==> src/hw/epwm_pkg.sv <==
/*
  constants for the enhanced pwm bridge stage: register indexes, byte addresses,
  field positions, reset values and output configuration codes.
  assumes an apb master with 32-bit data and pclk as the oscillator clock.
*/
// Summary of operation
// - at period match: timer clears, output set unless duty zero, duty latched
// - active phase ends when latched duty equals timer count with two fine bits
// - two polarity bits select active level for pair a/c and pair b/d
// - software writing one to shutdown flag forces the shutdown state
// - half-bridge: waveform on a, complement on b, c and d unused
// - half-bridge: rising edges delayed by deadband count of four-clock cycles
// - deadband delays only inactive-to-active edges, falling edges are immediate
// - deadband longer than active time keeps that output inactive all cycle
// - full-bridge forward: a active, d modulated, b and c inactive
// - full-bridge reverse: c active, b modulated, a and d inactive
// - direction bit written any time, new direction applied from next period
// - on direction change: b,d off and a,c swap one timer tick early
// - full-bridge modes insert no deadband delay
// - low shutdown pin triggers shutdown when its enable bit is set
// - with both enables clear pins never cause shutdown
// - shutdown state per pair: 00 low, 01 high, 1x tri-state
// - hardware sets shutdown flag on event; outputs held while flag set
// - restart enabled: flag clears when cause ends; else software clears it
// - flag set at period start holds shutdown all period; resume next period
// - software writes to shutdown flag ignored while a shutdown cause is active
package epwm_pkg;
  localparam logic [9:0] EPWM_IDX_COUNT = 10'h011;
  localparam logic [9:0] EPWM_IDX_TIMER = 10'h012;
  localparam logic [9:0] EPWM_IDX_DUTY = 10'h015;
  localparam logic [9:0] EPWM_IDX_CONFIG = 10'h017;
  localparam logic [9:0] EPWM_IDX_DEADBAND = 10'h018;
  localparam logic [9:0] EPWM_IDX_SHUTDOWN = 10'h019;
  localparam logic [9:0] EPWM_IDX_PERIOD = 10'h092;
  localparam logic [11:0] EPWM_ADDR_COUNT = {EPWM_IDX_COUNT, 2'h0};
  localparam logic [11:0] EPWM_ADDR_TIMER = {EPWM_IDX_TIMER, 2'h0};
  localparam logic [11:0] EPWM_ADDR_DUTY = {EPWM_IDX_DUTY, 2'h0};
  localparam logic [11:0] EPWM_ADDR_CONFIG = {EPWM_IDX_CONFIG, 2'h0};
  localparam logic [11:0] EPWM_ADDR_DEADBAND = {EPWM_IDX_DEADBAND, 2'h0};
  localparam logic [11:0] EPWM_ADDR_SHUTDOWN = {EPWM_IDX_SHUTDOWN, 2'h0};
  localparam logic [11:0] EPWM_ADDR_PERIOD = {EPWM_IDX_PERIOD, 2'h0};
  localparam logic [7:0] EPWM_RST_PERIOD = 8'hFF;
  localparam logic [7:0] EPWM_RST_ZERO = 8'h00;
  // config register fields
  localparam int EPWM_CFG_DIR = 7;
  localparam int EPWM_CFG_FULL = 6;
  localparam int EPWM_CFG_DLSB = 4;
  localparam int EPWM_CFG_EN_HI = 3;
  localparam int EPWM_CFG_POL_AC = 1;
  localparam int EPWM_CFG_POL_BD = 0;
  // timer control fields
  localparam int EPWM_TMR_ON = 2;
  // deadband register fields
  localparam int EPWM_DB_RESTART = 7;
  // shutdown register fields
  localparam int EPWM_SD_FLAG = 7;
  localparam int EPWM_SD_EN_INT = 6;
  localparam int EPWM_SD_EN_B4 = 4;
  localparam int EPWM_SD_PSS_AC = 2;
  localparam int EPWM_SD_PSS_BD = 0;
  localparam logic [7:0] EPWM_SD_WMASK = 8'h5F;
  // clocks per instruction cycle
  localparam int EPWM_TOSC_PER_TCY = 4;
  localparam logic [5:0] EPWM_LIM_PS1 = 6'h03;
  localparam logic [5:0] EPWM_LIM_PS4 = 6'h0F;
  localparam logic [5:0] EPWM_LIM_PS16 = 6'h3F;
  typedef enum logic [1:0] {
    EPWM_MODE_SINGLE = 2'b00,
    EPWM_MODE_FWD = 2'b01,
    EPWM_MODE_HALF = 2'b10,
    EPWM_MODE_REV = 2'b11
  } epwm_mode_t;
endpackage

==> src/hw/epwm_bridge.sv <==
/*
  enhanced pwm bridge output stage with apb register slave, timer base,
  half/full bridge steering, deadband and auto-shutdown.
  assumes pclk is the oscillator clock and shutdown pins are synchronous to it.
*/
`timescale 1ns/1ps
module epwm_bridge
  import epwm_pkg::*;
#(
  parameter int DB_W = 7
) (
  input wire logic pclk,
  input wire logic presetn,
  input wire logic psel,
  input wire logic penable,
  input wire logic pwrite,
  input wire logic [11:0] paddr,
  input wire logic [31:0] pwdata,
  output logic [31:0] prdata,
  output logic pready,
  output logic pslverr,
  input wire logic shutdown_int_pin_n,
  input wire logic shutdown_b4_pin_n,
  output logic bridge_out_a,
  output logic bridge_out_a_oe,
  output logic bridge_out_b,
  output logic bridge_out_b_oe,
  output logic bridge_out_c,
  output logic bridge_out_c_oe,
  output logic bridge_out_d,
  output logic bridge_out_d_oe
);
  logic [7:0] period_value_r;
  logic [7:0] duty_high_byte_r;
  logic [7:0] output_config_r;
  logic [2:0] timer_ctrl_r;
  logic [7:0] restart_deadband_config_r;
  logic [6:0] shutdown_control_r;
  logic shutdown_event_flag_r;
  logic shutdown_event_flag_nxt;
  logic [7:0] period_timer_count_r;
  logic [5:0] presc_r;
  logic [9:0] duty_l_r;
  logic [1:0] mode_l_r;
  logic [1:0] pol_l_r;
  logic [DB_W-1:0] dead_l_r;
  logic pwm_r;
  logic hold_r;
  logic hold_nxt;
  logic [DB_W+1:0] db_cnt_r [2];
  logic [1:0] db_raw;
  logic [1:0] db_act;

  // apb decode
  wire setup = psel & ~penable;
  wire wr_en = psel & penable & pwrite & pready;
  wire hit_count = paddr == EPWM_ADDR_COUNT;
  wire hit_timer = paddr == EPWM_ADDR_TIMER;
  wire hit_duty = paddr == EPWM_ADDR_DUTY;
  wire hit_config = paddr == EPWM_ADDR_CONFIG;
  wire hit_dead = paddr == EPWM_ADDR_DEADBAND;
  wire hit_sd = paddr == EPWM_ADDR_SHUTDOWN;
  wire hit_period = paddr == EPWM_ADDR_PERIOD;
  wire mapped = hit_count | hit_timer | hit_duty | hit_config | hit_dead | hit_sd | hit_period;
  wire [7:0] sd_read = {shutdown_event_flag_r, shutdown_control_r[6], 1'b0, shutdown_control_r[4:0]};
  wire [7:0] rd_byte = hit_count ? period_timer_count_r :
                       hit_timer ? {5'h00, timer_ctrl_r} :
                       hit_duty ? duty_high_byte_r :
                       hit_config ? output_config_r :
                       hit_dead ? restart_deadband_config_r :
                       hit_sd ? sd_read :
                       hit_period ? period_value_r : 8'h00;

  always_ff @(posedge pclk or negedge presetn) begin
    if (!presetn) begin
      pready <= 1'b0;
      pslverr <= 1'b0;
      prdata <= 32'h0000_0000;
    end else begin
      pready <= setup;
      pslverr <= setup & ~mapped;
      prdata <= setup ? {24'h00_0000, rd_byte} : 32'h0000_0000;
    end
  end

  always_ff @(posedge pclk or negedge presetn) begin
    if (!presetn) begin
      period_value_r <= EPWM_RST_PERIOD;
      duty_high_byte_r <= EPWM_RST_ZERO;
      output_config_r <= EPWM_RST_ZERO;
      timer_ctrl_r <= 3'h0;
      restart_deadband_config_r <= EPWM_RST_ZERO;
      shutdown_control_r <= 7'h00;
    end else if (wr_en) begin
      if (hit_period) period_value_r <= pwdata[7:0];
      if (hit_duty) duty_high_byte_r <= pwdata[7:0];
      if (hit_config) output_config_r <= pwdata[7:0];
      if (hit_timer) timer_ctrl_r <= pwdata[2:0];
      if (hit_dead) restart_deadband_config_r <= pwdata[7:0];
      if (hit_sd) shutdown_control_r <= pwdata[6:0] & EPWM_SD_WMASK[6:0];
    end
  end

  // timer base: prescaled tick and fine bits
  function automatic logic [5:0] presc_limit(input logic [1:0] sel);
    presc_limit = (sel == 2'b00) ? EPWM_LIM_PS1 : (sel == 2'b01) ? EPWM_LIM_PS4 : EPWM_LIM_PS16;
  endfunction

  function automatic logic [1:0] fine_bits(input logic [5:0] p, input logic [1:0] sel);
    fine_bits = (sel == 2'b00) ? p[1:0] : (sel == 2'b01) ? p[3:2] : p[5:4];
  endfunction

  wire timer_on = timer_ctrl_r[EPWM_TMR_ON];
  wire tick = timer_on & (presc_r == presc_limit(timer_ctrl_r[1:0]));
  wire at_period = period_timer_count_r == period_value_r;
  wire pstart = tick & at_period;
  wire [1:0] fine = fine_bits(presc_r, timer_ctrl_r[1:0]);
  wire duty_match = {period_timer_count_r, fine} == duty_l_r;
  // live waveform drops in the match cycle, so active time equals duty
  wire pwm_live = pwm_r & ~duty_match;
  wire [9:0] duty_buf = {duty_high_byte_r, output_config_r[EPWM_CFG_DLSB+1:EPWM_CFG_DLSB]};

  always_ff @(posedge pclk or negedge presetn) begin
    if (!presetn) begin
      presc_r <= 6'h00;
      period_timer_count_r <= 8'h00;
    end else if (!timer_on) begin
      presc_r <= 6'h00;
    end else if (tick) begin
      presc_r <= 6'h00;
      period_timer_count_r <= at_period ? 8'h00 : period_timer_count_r + 8'h01;
    end else begin
      presc_r <= presc_r + 6'h01;
    end
  end

  // control latched at the period boundary
  always_ff @(posedge pclk or negedge presetn) begin
    if (!presetn) begin
      duty_l_r <= 10'h000;
      mode_l_r <= EPWM_MODE_SINGLE;
      pol_l_r <= 2'h0;
      dead_l_r <= '0;
      pwm_r <= 1'b0;
    end else if (pstart) begin
      duty_l_r <= duty_buf;
      mode_l_r <= output_config_r[EPWM_CFG_DIR:EPWM_CFG_FULL];
      pol_l_r <= output_config_r[EPWM_CFG_POL_AC:EPWM_CFG_POL_BD];
      dead_l_r <= restart_deadband_config_r[DB_W-1:0];
      pwm_r <= duty_buf != 10'h000;
    end else if (pwm_r && duty_match) begin
      pwm_r <= 1'b0;
    end
  end

  // deadband: delay only rising edges of the two half-bridge legs
  wire [DB_W+1:0] db_target = {dead_l_r, 2'b00};
  assign db_raw = {~pwm_live, pwm_live};
  generate
    for (genvar i = 0; i < 2; i++) begin : g_db
      always_ff @(posedge pclk or negedge presetn) begin
        if (!presetn) begin
          db_cnt_r[i] <= '0;
        end else if (!db_raw[i]) begin
          db_cnt_r[i] <= '0;
        end else if (db_cnt_r[i] != db_target) begin
          db_cnt_r[i] <= db_cnt_r[i] + 1'b1;
        end
      end
      assign db_act[i] = db_raw[i] & (db_cnt_r[i] == db_target);
    end
  endgenerate

  // shutdown sources and status flag
  wire src_int = shutdown_control_r[EPWM_SD_EN_INT] & ~shutdown_int_pin_n;
  wire src_b4 = shutdown_control_r[EPWM_SD_EN_B4] & ~shutdown_b4_pin_n;
  wire sd_event = src_int | src_b4;
  wire sd_wr = wr_en & hit_sd;
  wire restart_en = restart_deadband_config_r[EPWM_DB_RESTART];

  always_comb begin
    shutdown_event_flag_nxt = shutdown_event_flag_r;
    if (restart_en && !sd_event) shutdown_event_flag_nxt = 1'b0;
    if (sd_wr && !sd_event) shutdown_event_flag_nxt = pwdata[EPWM_SD_FLAG];
    if (sd_event) shutdown_event_flag_nxt = 1'b1;
  end

  assign hold_nxt = shutdown_event_flag_nxt | (hold_r & ~pstart);

  always_ff @(posedge pclk or negedge presetn) begin
    if (!presetn) begin
      shutdown_event_flag_r <= 1'b0;
      hold_r <= 1'b0;
    end else begin
      shutdown_event_flag_r <= shutdown_event_flag_nxt;
      hold_r <= hold_nxt;
    end
  end

  // output steering
  wire pwm_on = output_config_r[EPWM_CFG_EN_HI:EPWM_CFG_EN_HI-1] == 2'b11;
  wire full_l = mode_l_r[0];
  wire dir_change = full_l & output_config_r[EPWM_CFG_FULL] &
                    (output_config_r[EPWM_CFG_DIR] != mode_l_r[1]);
  wire swap = dir_change & at_period & timer_on;
  wire swap_rev = swap ? output_config_r[EPWM_CFG_DIR] : mode_l_r[1];
  wire act_a = pwm_on & ((mode_l_r == EPWM_MODE_SINGLE & pwm_live) | (mode_l_r == EPWM_MODE_HALF & db_act[0]) |
               (full_l & ~swap_rev));
  wire act_b = pwm_on & ((mode_l_r == EPWM_MODE_HALF & db_act[1]) |
               (mode_l_r == EPWM_MODE_REV & ~swap & pwm_live));
  wire act_c = pwm_on & full_l & swap_rev;
  wire act_d = pwm_on & mode_l_r == EPWM_MODE_FWD & ~swap & pwm_live;
  wire [1:0] pss_ac = shutdown_control_r[EPWM_SD_PSS_AC+1:EPWM_SD_PSS_AC];
  wire [1:0] pss_bd = shutdown_control_r[EPWM_SD_PSS_BD+1:EPWM_SD_PSS_BD];
  wire pol_ac = pwm_on ? pol_l_r[1] : 1'b0;
  wire pol_bd = pwm_on ? pol_l_r[0] : 1'b0;
  wire lvl_a = hold_nxt ? pss_ac[0] : act_a ^ pol_ac;
  wire lvl_c = hold_nxt ? pss_ac[0] : act_c ^ pol_ac;
  wire lvl_b = hold_nxt ? pss_bd[0] : act_b ^ pol_bd;
  wire lvl_d = hold_nxt ? pss_bd[0] : act_d ^ pol_bd;
  wire oe_ac = ~(hold_nxt & pss_ac[1]);
  wire oe_bd = ~(hold_nxt & pss_bd[1]);

  always_ff @(posedge pclk or negedge presetn) begin
    if (!presetn) begin
      bridge_out_a <= 1'b0;
      bridge_out_b <= 1'b0;
      bridge_out_c <= 1'b0;
      bridge_out_d <= 1'b0;
      bridge_out_a_oe <= 1'b1;
      bridge_out_b_oe <= 1'b1;
      bridge_out_c_oe <= 1'b1;
      bridge_out_d_oe <= 1'b1;
    end else begin
      bridge_out_a <= lvl_a;
      bridge_out_b <= lvl_b;
      bridge_out_c <= lvl_c;
      bridge_out_d <= lvl_d;
      bridge_out_a_oe <= oe_ac;
      bridge_out_b_oe <= oe_bd;
      bridge_out_c_oe <= oe_ac;
      bridge_out_d_oe <= oe_bd;
    end
  end

  // checks
  a_period_wrap: assert property (@(posedge pclk) disable iff (!presetn)
    pstart |=> period_timer_count_r == 8'h00 && duty_l_r == $past(duty_buf))
    else $error("timer or duty not reloaded at period end");

  a_zero_duty: assert property (@(posedge pclk) disable iff (!presetn)
    pstart && duty_buf == 10'h000 |=> !pwm_r)
    else $error("zero duty set the output");

  a_duty_end: assert property (@(posedge pclk) disable iff (!presetn)
    pwm_r && duty_match && !pstart |=> !pwm_r)
    else $error("active phase not ended at duty match");

  a_dead_rise: assert property (@(posedge pclk) disable iff (!presetn)
    $rose(pwm_r) && mode_l_r == EPWM_MODE_HALF && dead_l_r != '0 |-> !db_act[0] ##1 !db_act[0])
    else $error("half-bridge rising edge not delayed");

  a_dead_fall: assert property (@(posedge pclk) disable iff (!presetn)
    $fell(pwm_live) |-> !db_act[0])
    else $error("falling edge delayed");

  a_full_nodead: assert property (@(posedge pclk) disable iff (!presetn)
    pwm_on && mode_l_r == EPWM_MODE_FWD && !swap |-> act_d == pwm_live && act_a && !act_b && !act_c)
    else $error("forward bridge output wrong");

  a_swap_off: assert property (@(posedge pclk) disable iff (!presetn)
    swap |-> !act_b && !act_d && (act_c == output_config_r[EPWM_CFG_DIR]))
    else $error("direction swap outputs wrong");

  a_sd_set: assert property (@(posedge pclk) disable iff (!presetn)
    sd_event |=> shutdown_event_flag_r && hold_r)
    else $error("shutdown event did not set flag");

  a_sd_wr_block: assert property (@(posedge pclk) disable iff (!presetn)
    sd_wr && sd_event && !pwdata[EPWM_SD_FLAG] |=> shutdown_event_flag_r)
    else $error("flag cleared during active shutdown");

  a_no_source: assert property (@(posedge pclk) disable iff (!presetn)
    shutdown_control_r[EPWM_SD_EN_INT] == 1'b0 && shutdown_control_r[EPWM_SD_EN_B4] == 1'b0 &&
    !shutdown_event_flag_r && !sd_wr |=> !shutdown_event_flag_r)
    else $error("shutdown without enabled source");

  a_restart: assert property (@(posedge pclk) disable iff (!presetn)
    shutdown_event_flag_r && restart_en && !sd_event && !sd_wr |=> !shutdown_event_flag_r)
    else $error("auto restart did not clear flag");

  a_hold_period: assert property (@(posedge pclk) disable iff (!presetn)
    hold_r && !pstart |=> hold_r)
    else $error("shutdown released inside a period");

  a_safe_low: assert property (@(posedge pclk) disable iff (!presetn)
    hold_nxt && pss_ac == 2'b00 |=> !bridge_out_a && !bridge_out_c && bridge_out_a_oe)
    else $error("pair a/c not driven low in shutdown");

  a_safe_high: assert property (@(posedge pclk) disable iff (!presetn)
    hold_nxt && pss_ac == 2'b01 |=> bridge_out_a && bridge_out_c && bridge_out_a_oe && bridge_out_c_oe)
    else $error("pair a/c not driven high in shutdown");

  a_safe_tri: assert property (@(posedge pclk) disable iff (!presetn)
    hold_nxt && pss_bd[1] |=> !bridge_out_b_oe && !bridge_out_d_oe)
    else $error("pair b/d not released in shutdown");

  a_pol_single: assert property (@(posedge pclk) disable iff (!presetn)
    pwm_on && !hold_nxt && mode_l_r == EPWM_MODE_SINGLE |-> lvl_a == (pwm_live ^ pol_l_r[1]))
    else $error("output a polarity wrong");

  a_force_flag: assert property (@(posedge pclk) disable iff (!presetn)
    sd_wr && pwdata[EPWM_SD_FLAG] |=> shutdown_event_flag_r && hold_r)
    else $error("software write did not force shutdown");

  a_half_pair: assert property (@(posedge pclk) disable iff (!presetn)
    pwm_on && mode_l_r == EPWM_MODE_HALF |-> !(act_a && act_b) && !act_c && !act_d)
    else $error("half-bridge outputs wrong");

  a_dead_b_rise: assert property (@(posedge pclk) disable iff (!presetn)
    $fell(pwm_live) && mode_l_r == EPWM_MODE_HALF && dead_l_r != '0 |-> !db_act[1])
    else $error("complement rising edge not delayed");

  a_dead_wait: assert property (@(posedge pclk) disable iff (!presetn)
    db_act[1] && dead_l_r != '0 |-> $past(db_raw[1]))
    else $error("complement active before deadband elapsed");

  a_rev_out: assert property (@(posedge pclk) disable iff (!presetn)
    pwm_on && mode_l_r == EPWM_MODE_REV && !swap |-> act_c && act_b == pwm_live && !act_a && !act_d)
    else $error("reverse bridge output wrong");

  a_dir_latched: assert property (@(posedge pclk) disable iff (!presetn)
    !pstart |=> $stable(mode_l_r))
    else $error("mode changed inside a period");

  a_pin_event: assert property (@(posedge pclk) disable iff (!presetn)
    (!shutdown_int_pin_n && shutdown_control_r[EPWM_SD_EN_INT]) ||
    (!shutdown_b4_pin_n && shutdown_control_r[EPWM_SD_EN_B4]) |=> shutdown_event_flag_r)
    else $error("enabled pin low did not set flag");

  a_flag_hold: assert property (@(posedge pclk) disable iff (!presetn)
    shutdown_event_flag_r |-> hold_r)
    else $error("outputs not held while flag set");

  a_single_only: assert property (@(posedge pclk) disable iff (!presetn)
    pwm_on && mode_l_r == EPWM_MODE_SINGLE |-> !act_b && !act_c && !act_d)
    else $error("single mode drove b, c or d");
endmodule // epwm_bridge

==> config.mk <==
export PLATFORM = sky130hd
export DESIGN_NAME = epwm_bridge
export DESIGN_NICKNAME = d
export VERILOG_FILES = /design/src/hw/epwm_pkg.sv /design/src/hw/epwm_bridge.sv
export SDC_FILE = /design/constraint.sdc
export NUM_CORES = 1
export LEC_CHECK = 0
export BUFFER_PORTS_ARGS = -buffer_cell sky130_fd_sc_hd__buf_2
export CAP_MARGIN = 20
export CORE_UTILIZATION = 25
export DETAILED_ROUTE_END_ITERATION = 10
export PLACE_DENSITY = 0.51
export SETUP_SLACK_MARGIN = 0.2
export SLEW_MARGIN = 20
export SYNTH_ARGS = -nofsm -noshare
export SYNTH_HDL_FRONTEND = slang
export SYNTH_SLANG_ARGS = --single-unit
==> constraint.sdc <==
create_clock -name pclk -period 6.73 [get_ports pclk]
set_clock_uncertainty 0.15 [all_clocks]
set_input_delay 1.0095 -clock pclk [delete_from_list [all_inputs] [get_ports pclk]]
set_output_delay 1.0095 -clock pclk [all_outputs]
set_load 0.01 [all_outputs]
==> results of run 1 <==
## logic make-up after synthesis
kind of cell    count (synthesis)  share of synthesized area
mux                            59                      0.114
simple gates                  211                      0.176
xor+xnor                       54                     0.0796
compound gates                 68                     0.0815
other cells                     1                   0.000631
flops                         113                      0.478
buf+inv                        61                     0.0577
fa+ha+maj                       6                     0.0126
## flip-flops by register name, summed over array words and instances, names as in the netlist, 7 cells and up
| register | count |
|---|---|
| db_cnt_r | 18 |
| duty_l_r | 10 |
| duty_high_byte_r | 8 |
| output_config_r | 8 |
| period_timer_count_r | 8 |
| period_value_r | 8 |
| prdata | 8 |
| restart_deadband_config_r | 8 |
| dead_l_r | 7 |
## how the worst max path moves through the flow
stage,slack [ns],end,startpoint
after detailed placement,2.77,period_value_r[4],paddr[10]
after global routing,3.04,bridge_out_a,period_timer_count_r[3]
final,3.22,period_value_r[2],paddr[10]
after CTS,3.23,period_value_r[2],paddr[10]
after global placement,2.78,period_value_r[2],paddr[10]
after floorplan,3.27,period_value_r[0],paddr[10]
## metal layers
metal,vias to the layer above,wire length (um),track usage,share of wire
li1,2039,-,-,-
met1,2108,6720,0.164,0.47
met2,76,6980,0.200,0.49
met4,0,127,0.0364,0.0089
met5,-,0,0,0
met3,10,445,0.0278,0.031
## final cells by class
cell class | count | area (um^2) | area share
repair buffers | 47 | 245 | 0.0351
multi-input cells | 422 | 2850 | 0.408
flip-flops and latches | 113 | 2840 | 0.407
clock buffers | 20 | 457 | 0.0654
clock inverters | 12 | 140 | 0.0201
well taps | 319 | 399 | 0.0571
inverters | 15 | 56.3 | 0.00806
## cell usage after synthesis, types with 7 or more instances
master / instances / share of area
nand2_1: 91 / 0.057
nor2_1: 41 / 0.026
clkbuf_1: 16 / 0.010
inv_1: 14 / 0.0088
dfrtp_1: 103 / 0.43
nand3_1: 12 / 0.010
xnor2_1: 16 / 0.024
dfstp_2: 10 / 0.044
mux2_4: 8 / 0.020
nand2b_1: 7 / 0.0074
and3_1: 7 / 0.0074
o21ai_0: 16 / 0.013
nor3_1: 7 / 0.0059
buf_4: 26 / 0.033
nand4_1: 14 / 0.015
mux2_2: 34 / 0.064
nor4_1: 9 / 0.0095
xor2_1: 38 / 0.056
a21oi_1: 12 / 0.010
mux2i_1: 16 / 0.027
## power by group through the flow
| stage | logic, mW | clock network (mW) | registers [mW] |
|---|---|---|---|
| floorplan | 0.0270 | 0 | 0.693 |
| global placement | 0.0490 | 0 | 0.693 |
| detailed placement | 0.0491 | 0 | 0.693 |
| CTS | 0.0493 | 0.931 | 0.681 |
| global route | 0.0545 | 0.960 | 0.681 |
| finish | 0.0474 | 0.910 | 0.682 |
## through the flow
stage	utilization	power, mW	hold WS, ns
finish	0.299	1.64	0.278
CTS	0.298	1.66	0.284
global route	0.299	1.70	0.293
detailed placement	0.273	0.742	0.279
global placement	0.273	0.742	0.276
floorplan	-	0.720	0.239
==> results.md, run 1 <==
- Worst hold start: shutdown_control_r[1]
- First-pass iteration count of the detailed router: 4
- Design Area, Final: 6990 um^2
- Seq cells post-synth: 113
- Die Ht: 156 um
- H-tree depth: 4
- Power share of the clock group: 0.555
- Cell count of the worst reg-to-reg path: 7
- # IOs: 93
- Clk_lat worst skew: 0.41 ns
- Comb power frac: 0.029
- Non-filler cells, final: 948
- First-pass GRT wire length: 22900 um
- Worst Hold End: bridge_out_d_oe
- Max-cap viol count: 0
- TritonCTS Sinks: 113
- Core area: 23400 um^2
- Final Hold Fails: 0
- CTS tree: built
- Gr ovfl total: 0
- Layout net count: 673
- N_diodes: 0
- Worst Hold Depth: 1
- Worst r2r dst: bridge_out_a
- Post-route ant nets: 0
- Crit. End Element: flip-flop
- Switching share of power: 0.214
- Dpl cell area: 6380 um^2
- Flop2flop setup slack: 3.27 ns
- GRT Util Overall: 0.124
- Net Switching: 0.351 mW
- CTS hold repair buffers: 0
- CTS max path bufs: 2
- Largest net degree at the start of global routing: 69
- Die area: 24400 um^2
- RSZ-0062 raised after global routing: no
- Outcome: finished, final reports clean
- Fillers: 2522
- Cell count after placement: 916
- Routed via count: 4233
- Worst setup margin: 3.22 ns
- Synth Flop Type: dfrtp_1
- Worst-path cell chain: buf_2 > or4b_4 > or4_4 > nor4b_4 > and2_1 > mux2_4
- DP Worst Slack: 2.77 ns
- Fmax: 285 MHz
- Worst vdd ir: 177 uV
- Leak: 3.31 nW
- CTS Buf Count: 17
- Commonest non-fill, non-tap cell in the layout: dfrtp_1
- Layout cells sized above 1: 0.229
- Crit path arrival time: 3.69 ns
- CP max FO: 10
- Max-slew headroom: 0.296
- Worst R2R Start: period_timer_count_r[3]
- RePlAce Congestion: 0.780
- Post-Synthesis Cell Area: 5940 um^2
- Port bufs: 44
- Post-synthesis average cell area: 10.4 um^2
- DIE WIDTH: 156 um
- Vias/cell: 4.47
- Worst Max-Slew Pin Slew: 1.05 ns
- Most frequent cells in the layout: 103 x dfrtp_1, 91 x nand2_1, 43 x buf_2
- Layout area overhead: 17.6%
- Final period utilization: 0.521
- HPWL after DPL: 10400 um
- Share of power burned in registers: 0.416
- Max incr delay on CP: 0.57 ns
- Final min period: 3.51 ns
- Routed WL: 14300 um
- DRC errors left: 0
- PD cells: 235 nW/um^2
- Post-CTS sizing: 0
- Async set or reset register ratio after synthesis: 1.00
- Int Pwr: 1.29 mW
- Number of global-route vias before repair: 4137
- Final setup vio count: 0
- Pins Over Slew Limit: 0
- Worst Path Required: 6.92 ns
- Crit start category: primary input
- Synth Warn #: 0
- Clk root buf: clkbuf_16
- Cell family with most CP delay: simple AND/OR/NAND/NOR gates
- Sequential fraction of the synthesis area: 0.478
- CP bufs+invs: 1
- Worst setup path class: primary input to flip-flop
- Initial antenna violation count: 0
- Slowest-stage cell, CP: nor4b_4
- DRT iter0 DRCs: 150
- Setup TNS: 0 ns
- Drt wl/cell: 15.1 um
- Post CTS Setup Buffer Count: 0
- Post-synth EDFFs: 0
- Min-Delay Path Class: flip-flop to flip-flop
- Levels on crit path: 6
- Cell count after synthesis: 573
- Distinct cell type count after synthesis: 65
- Row count: 56
- Reg clk slew, reported paths: 0.05 ns
- Initial core utilization: 0.254
Power figures use the tool's default switching activity.
==> run 2, diff against run 1 <==
- clock period: 6.73 -> 3.7 ns (I/O delays scaled with it)
==> results.md, run 2 (synthesized netlist as in run 1, its figures left out) <==
- Crit path arrival time: 3.41 ns
- Layout area overhead: 19.5%
- Layout cells sized above 1: 0.245
- DRC errors left: 0
- Crit. End Element: flip-flop
- Leak: 3.38 nW
- H-tree depth: 4
- Worst Max-Slew Pin Slew: 0.934 ns
- Number of global-route vias before repair: 4286
- Min-Delay Path Class: primary input to async pin
- Cell count of the worst reg-to-reg path: 7
- RePlAce Congestion: 0.773
- Clk_lat worst skew: 0.42 ns
- Top Layer Used: met4
- CP bufs+invs: 1
- Total power: 3.04 mW
- Largest net degree at the start of global routing: 71
- Cell family with most CP delay: compound AO/OA/AOI/OAI gates
- Met3 WL: 509 um
- CTS max path bufs: 2
- Fillers: 2434
- # IOs: 93
- DRT iter0 DRCs: 261
- First-pass GRT wire length: 23900 um
- HPWL after DPL: 10600 um
- TritonCTS Sinks: 113
- Reg clk slew, reported paths: 0.06 ns
- Post-route ant nets: 0
- Routed via count: 4280
- Commonest non-fill, non-tap cell in the layout: dfrtp_1
- Worst-path cell chain: or4_4 > a221oi_2 > a31oi_1 > a2111oi_4 > inv_2 > a2111o_1 > o211ai_1
- Top reg by flops: db_cnt_r
- CTS Buf Count: 17
- Worst Path Required: 3.88 ns
- CTS hold repair buffers: 0
- Die area: 24400 um^2
- N_diodes: 0
- Layout net count: 686
- DIE WIDTH: 156 um
- Wire length on met1: 6800 um
- Max incr delay on CP: 0.60 ns
- Outcome: finished, final reports clean
- DR WL met2: 6910 um
- First-pass iteration count of the detailed router: 4
- Worst vdd ir: 321 uV
- Final period utilization: 0.872
- CTS tree: built
- Clk root buf: clkbuf_16
- Crit start category: flip-flop
- Vias/cell: 4.45
- Core area: 23400 um^2
- Levels on crit path: 7
- Final setup vio count: 0
- Pins Over Slew Limit: 0
- RSZ-0062 raised after global routing: no
- Port bufs: 44
- Max reg flops: 18
- Slowest-stage cell, CP: or4_4
- Gr ovfl total: 0
- Worst setup path class: flip-flop to flip-flop
- Worst R2R Start: timer_ctrl_r[1]
- Flop2flop setup slack: 0.47 ns
- Setup TNS: 0 ns
- PD cells: 428 nW/um^2
- Post CTS Setup Buffer Count: 0
- Initial antenna violation count: 0
- Worst r2r dst: bridge_out_a
- Initial core utilization: 0.254
- Max-cap viol count: 0
- Max-slew headroom: 0.377
- GRT Util Overall: 0.129
- Final min period: 3.23 ns
- Top flop regs: db_cnt_r x18, duty_l_r x10
- CP max FO: 10
- Row count: 56
- Fmax: 310 MHz
- Most frequent cells in the layout: 103 x dfrtp_1, 91 x nand2_1, 43 x buf_2
- Final Hold Fails: 0
- Routed WL: 14500 um
- Drt wl/cell: 15.1 um
- Post-CTS sizing: 0
- Die Ht: 156 um
run 2: cell count changes in the layout (fill, tap and decap cells not counted):
cell	previous run	this run
o31ai_1	2	3
clkinv_4	0	2
clkinvlp_4	2	5
clkbuf_1	1	0
o31ai_2	1	0
inv_6	0	4
clkbuf_8	2	1
buf_4	4	17
clkinv_2	7	0
run 2: how the worst max path moves through the flow:
stage | slack [ns] | to | start
floorplan | 0.69 | period_value_r[0] | paddr[10]
global placement | 0.44 | bridge_out_a | paddr[10]
detailed placement | 0.41 | bridge_out_a | paddr[10]
CTS | 0.48 | bridge_out_a | timer_ctrl_r[1]
global route | 0.30 | bridge_out_a | timer_ctrl_r[1]
finish | 0.47 | bridge_out_a | timer_ctrl_r[1]
run 2: routing by layer:
metal / GRT usage / vias up
met5: 0 / -
met4: 0.0509 / 0
met3: 0.0289 / 18
met2: 0.207 / 97
met1: 0.168 / 2093
li1: - / 2072
run 2: worst register-to-register path: cells and delay by family (launching register included):
kind	cells	cell delay, ns
DFF	1	0.49
AOI/OAI and AO/OA	5	1.73
and+or+nand+nor	1	0.60
buffers and inverters	1	0.17
run 2: report_power, final:
group	internal [mW]	total [mW]	switching (mW)	leakage [nW]
Combinational	0.0215	0.0881	0.0666	1.57
Clock	1.09	1.71	0.629	0.286
Sequential	1.24	1.24	0.000778	1.52
run 2: per-stage QoR:
| step | instance area, um^2 | hold WS, ns | cells | utilization | setup slack, ns |
|---|---|---|---|---|---|
| 6_report | 7100 | 0.101 | 961 | 0.303 | 0.473 |
| 5_1_grt | 7100 | 0.166 | 961 | 0.303 | 0.303 |
| 4_1_cts | 7100 | 0.152 | 961 | 0.303 | 0.483 |
| 3_5_place_dp | 6480 | 0.270 | 929 | 0.277 | 0.407 |
| 3_3_place_gp | 6480 | 0.274 | 929 | 0.277 | 0.442 |
| 2_1_floorplan | 6030 | 0.109 | 596 | - | 0.691 |
run 2: cell type report:
cell class / instances / area [um^2] / share of cell area
Multi-Input combinational cell: 422 / 2840 / 0.400
Inverter: 15 / 56.3 / 0.00793
Timing Repair Buffer: 60 / 343 / 0.0483
Clock buffer: 18 / 439 / 0.0618
Clock inverter: 14 / 180 / 0.0254
Tap cell: 319 / 399 / 0.0562
Sequential cell: 113 / 2840 / 0.400
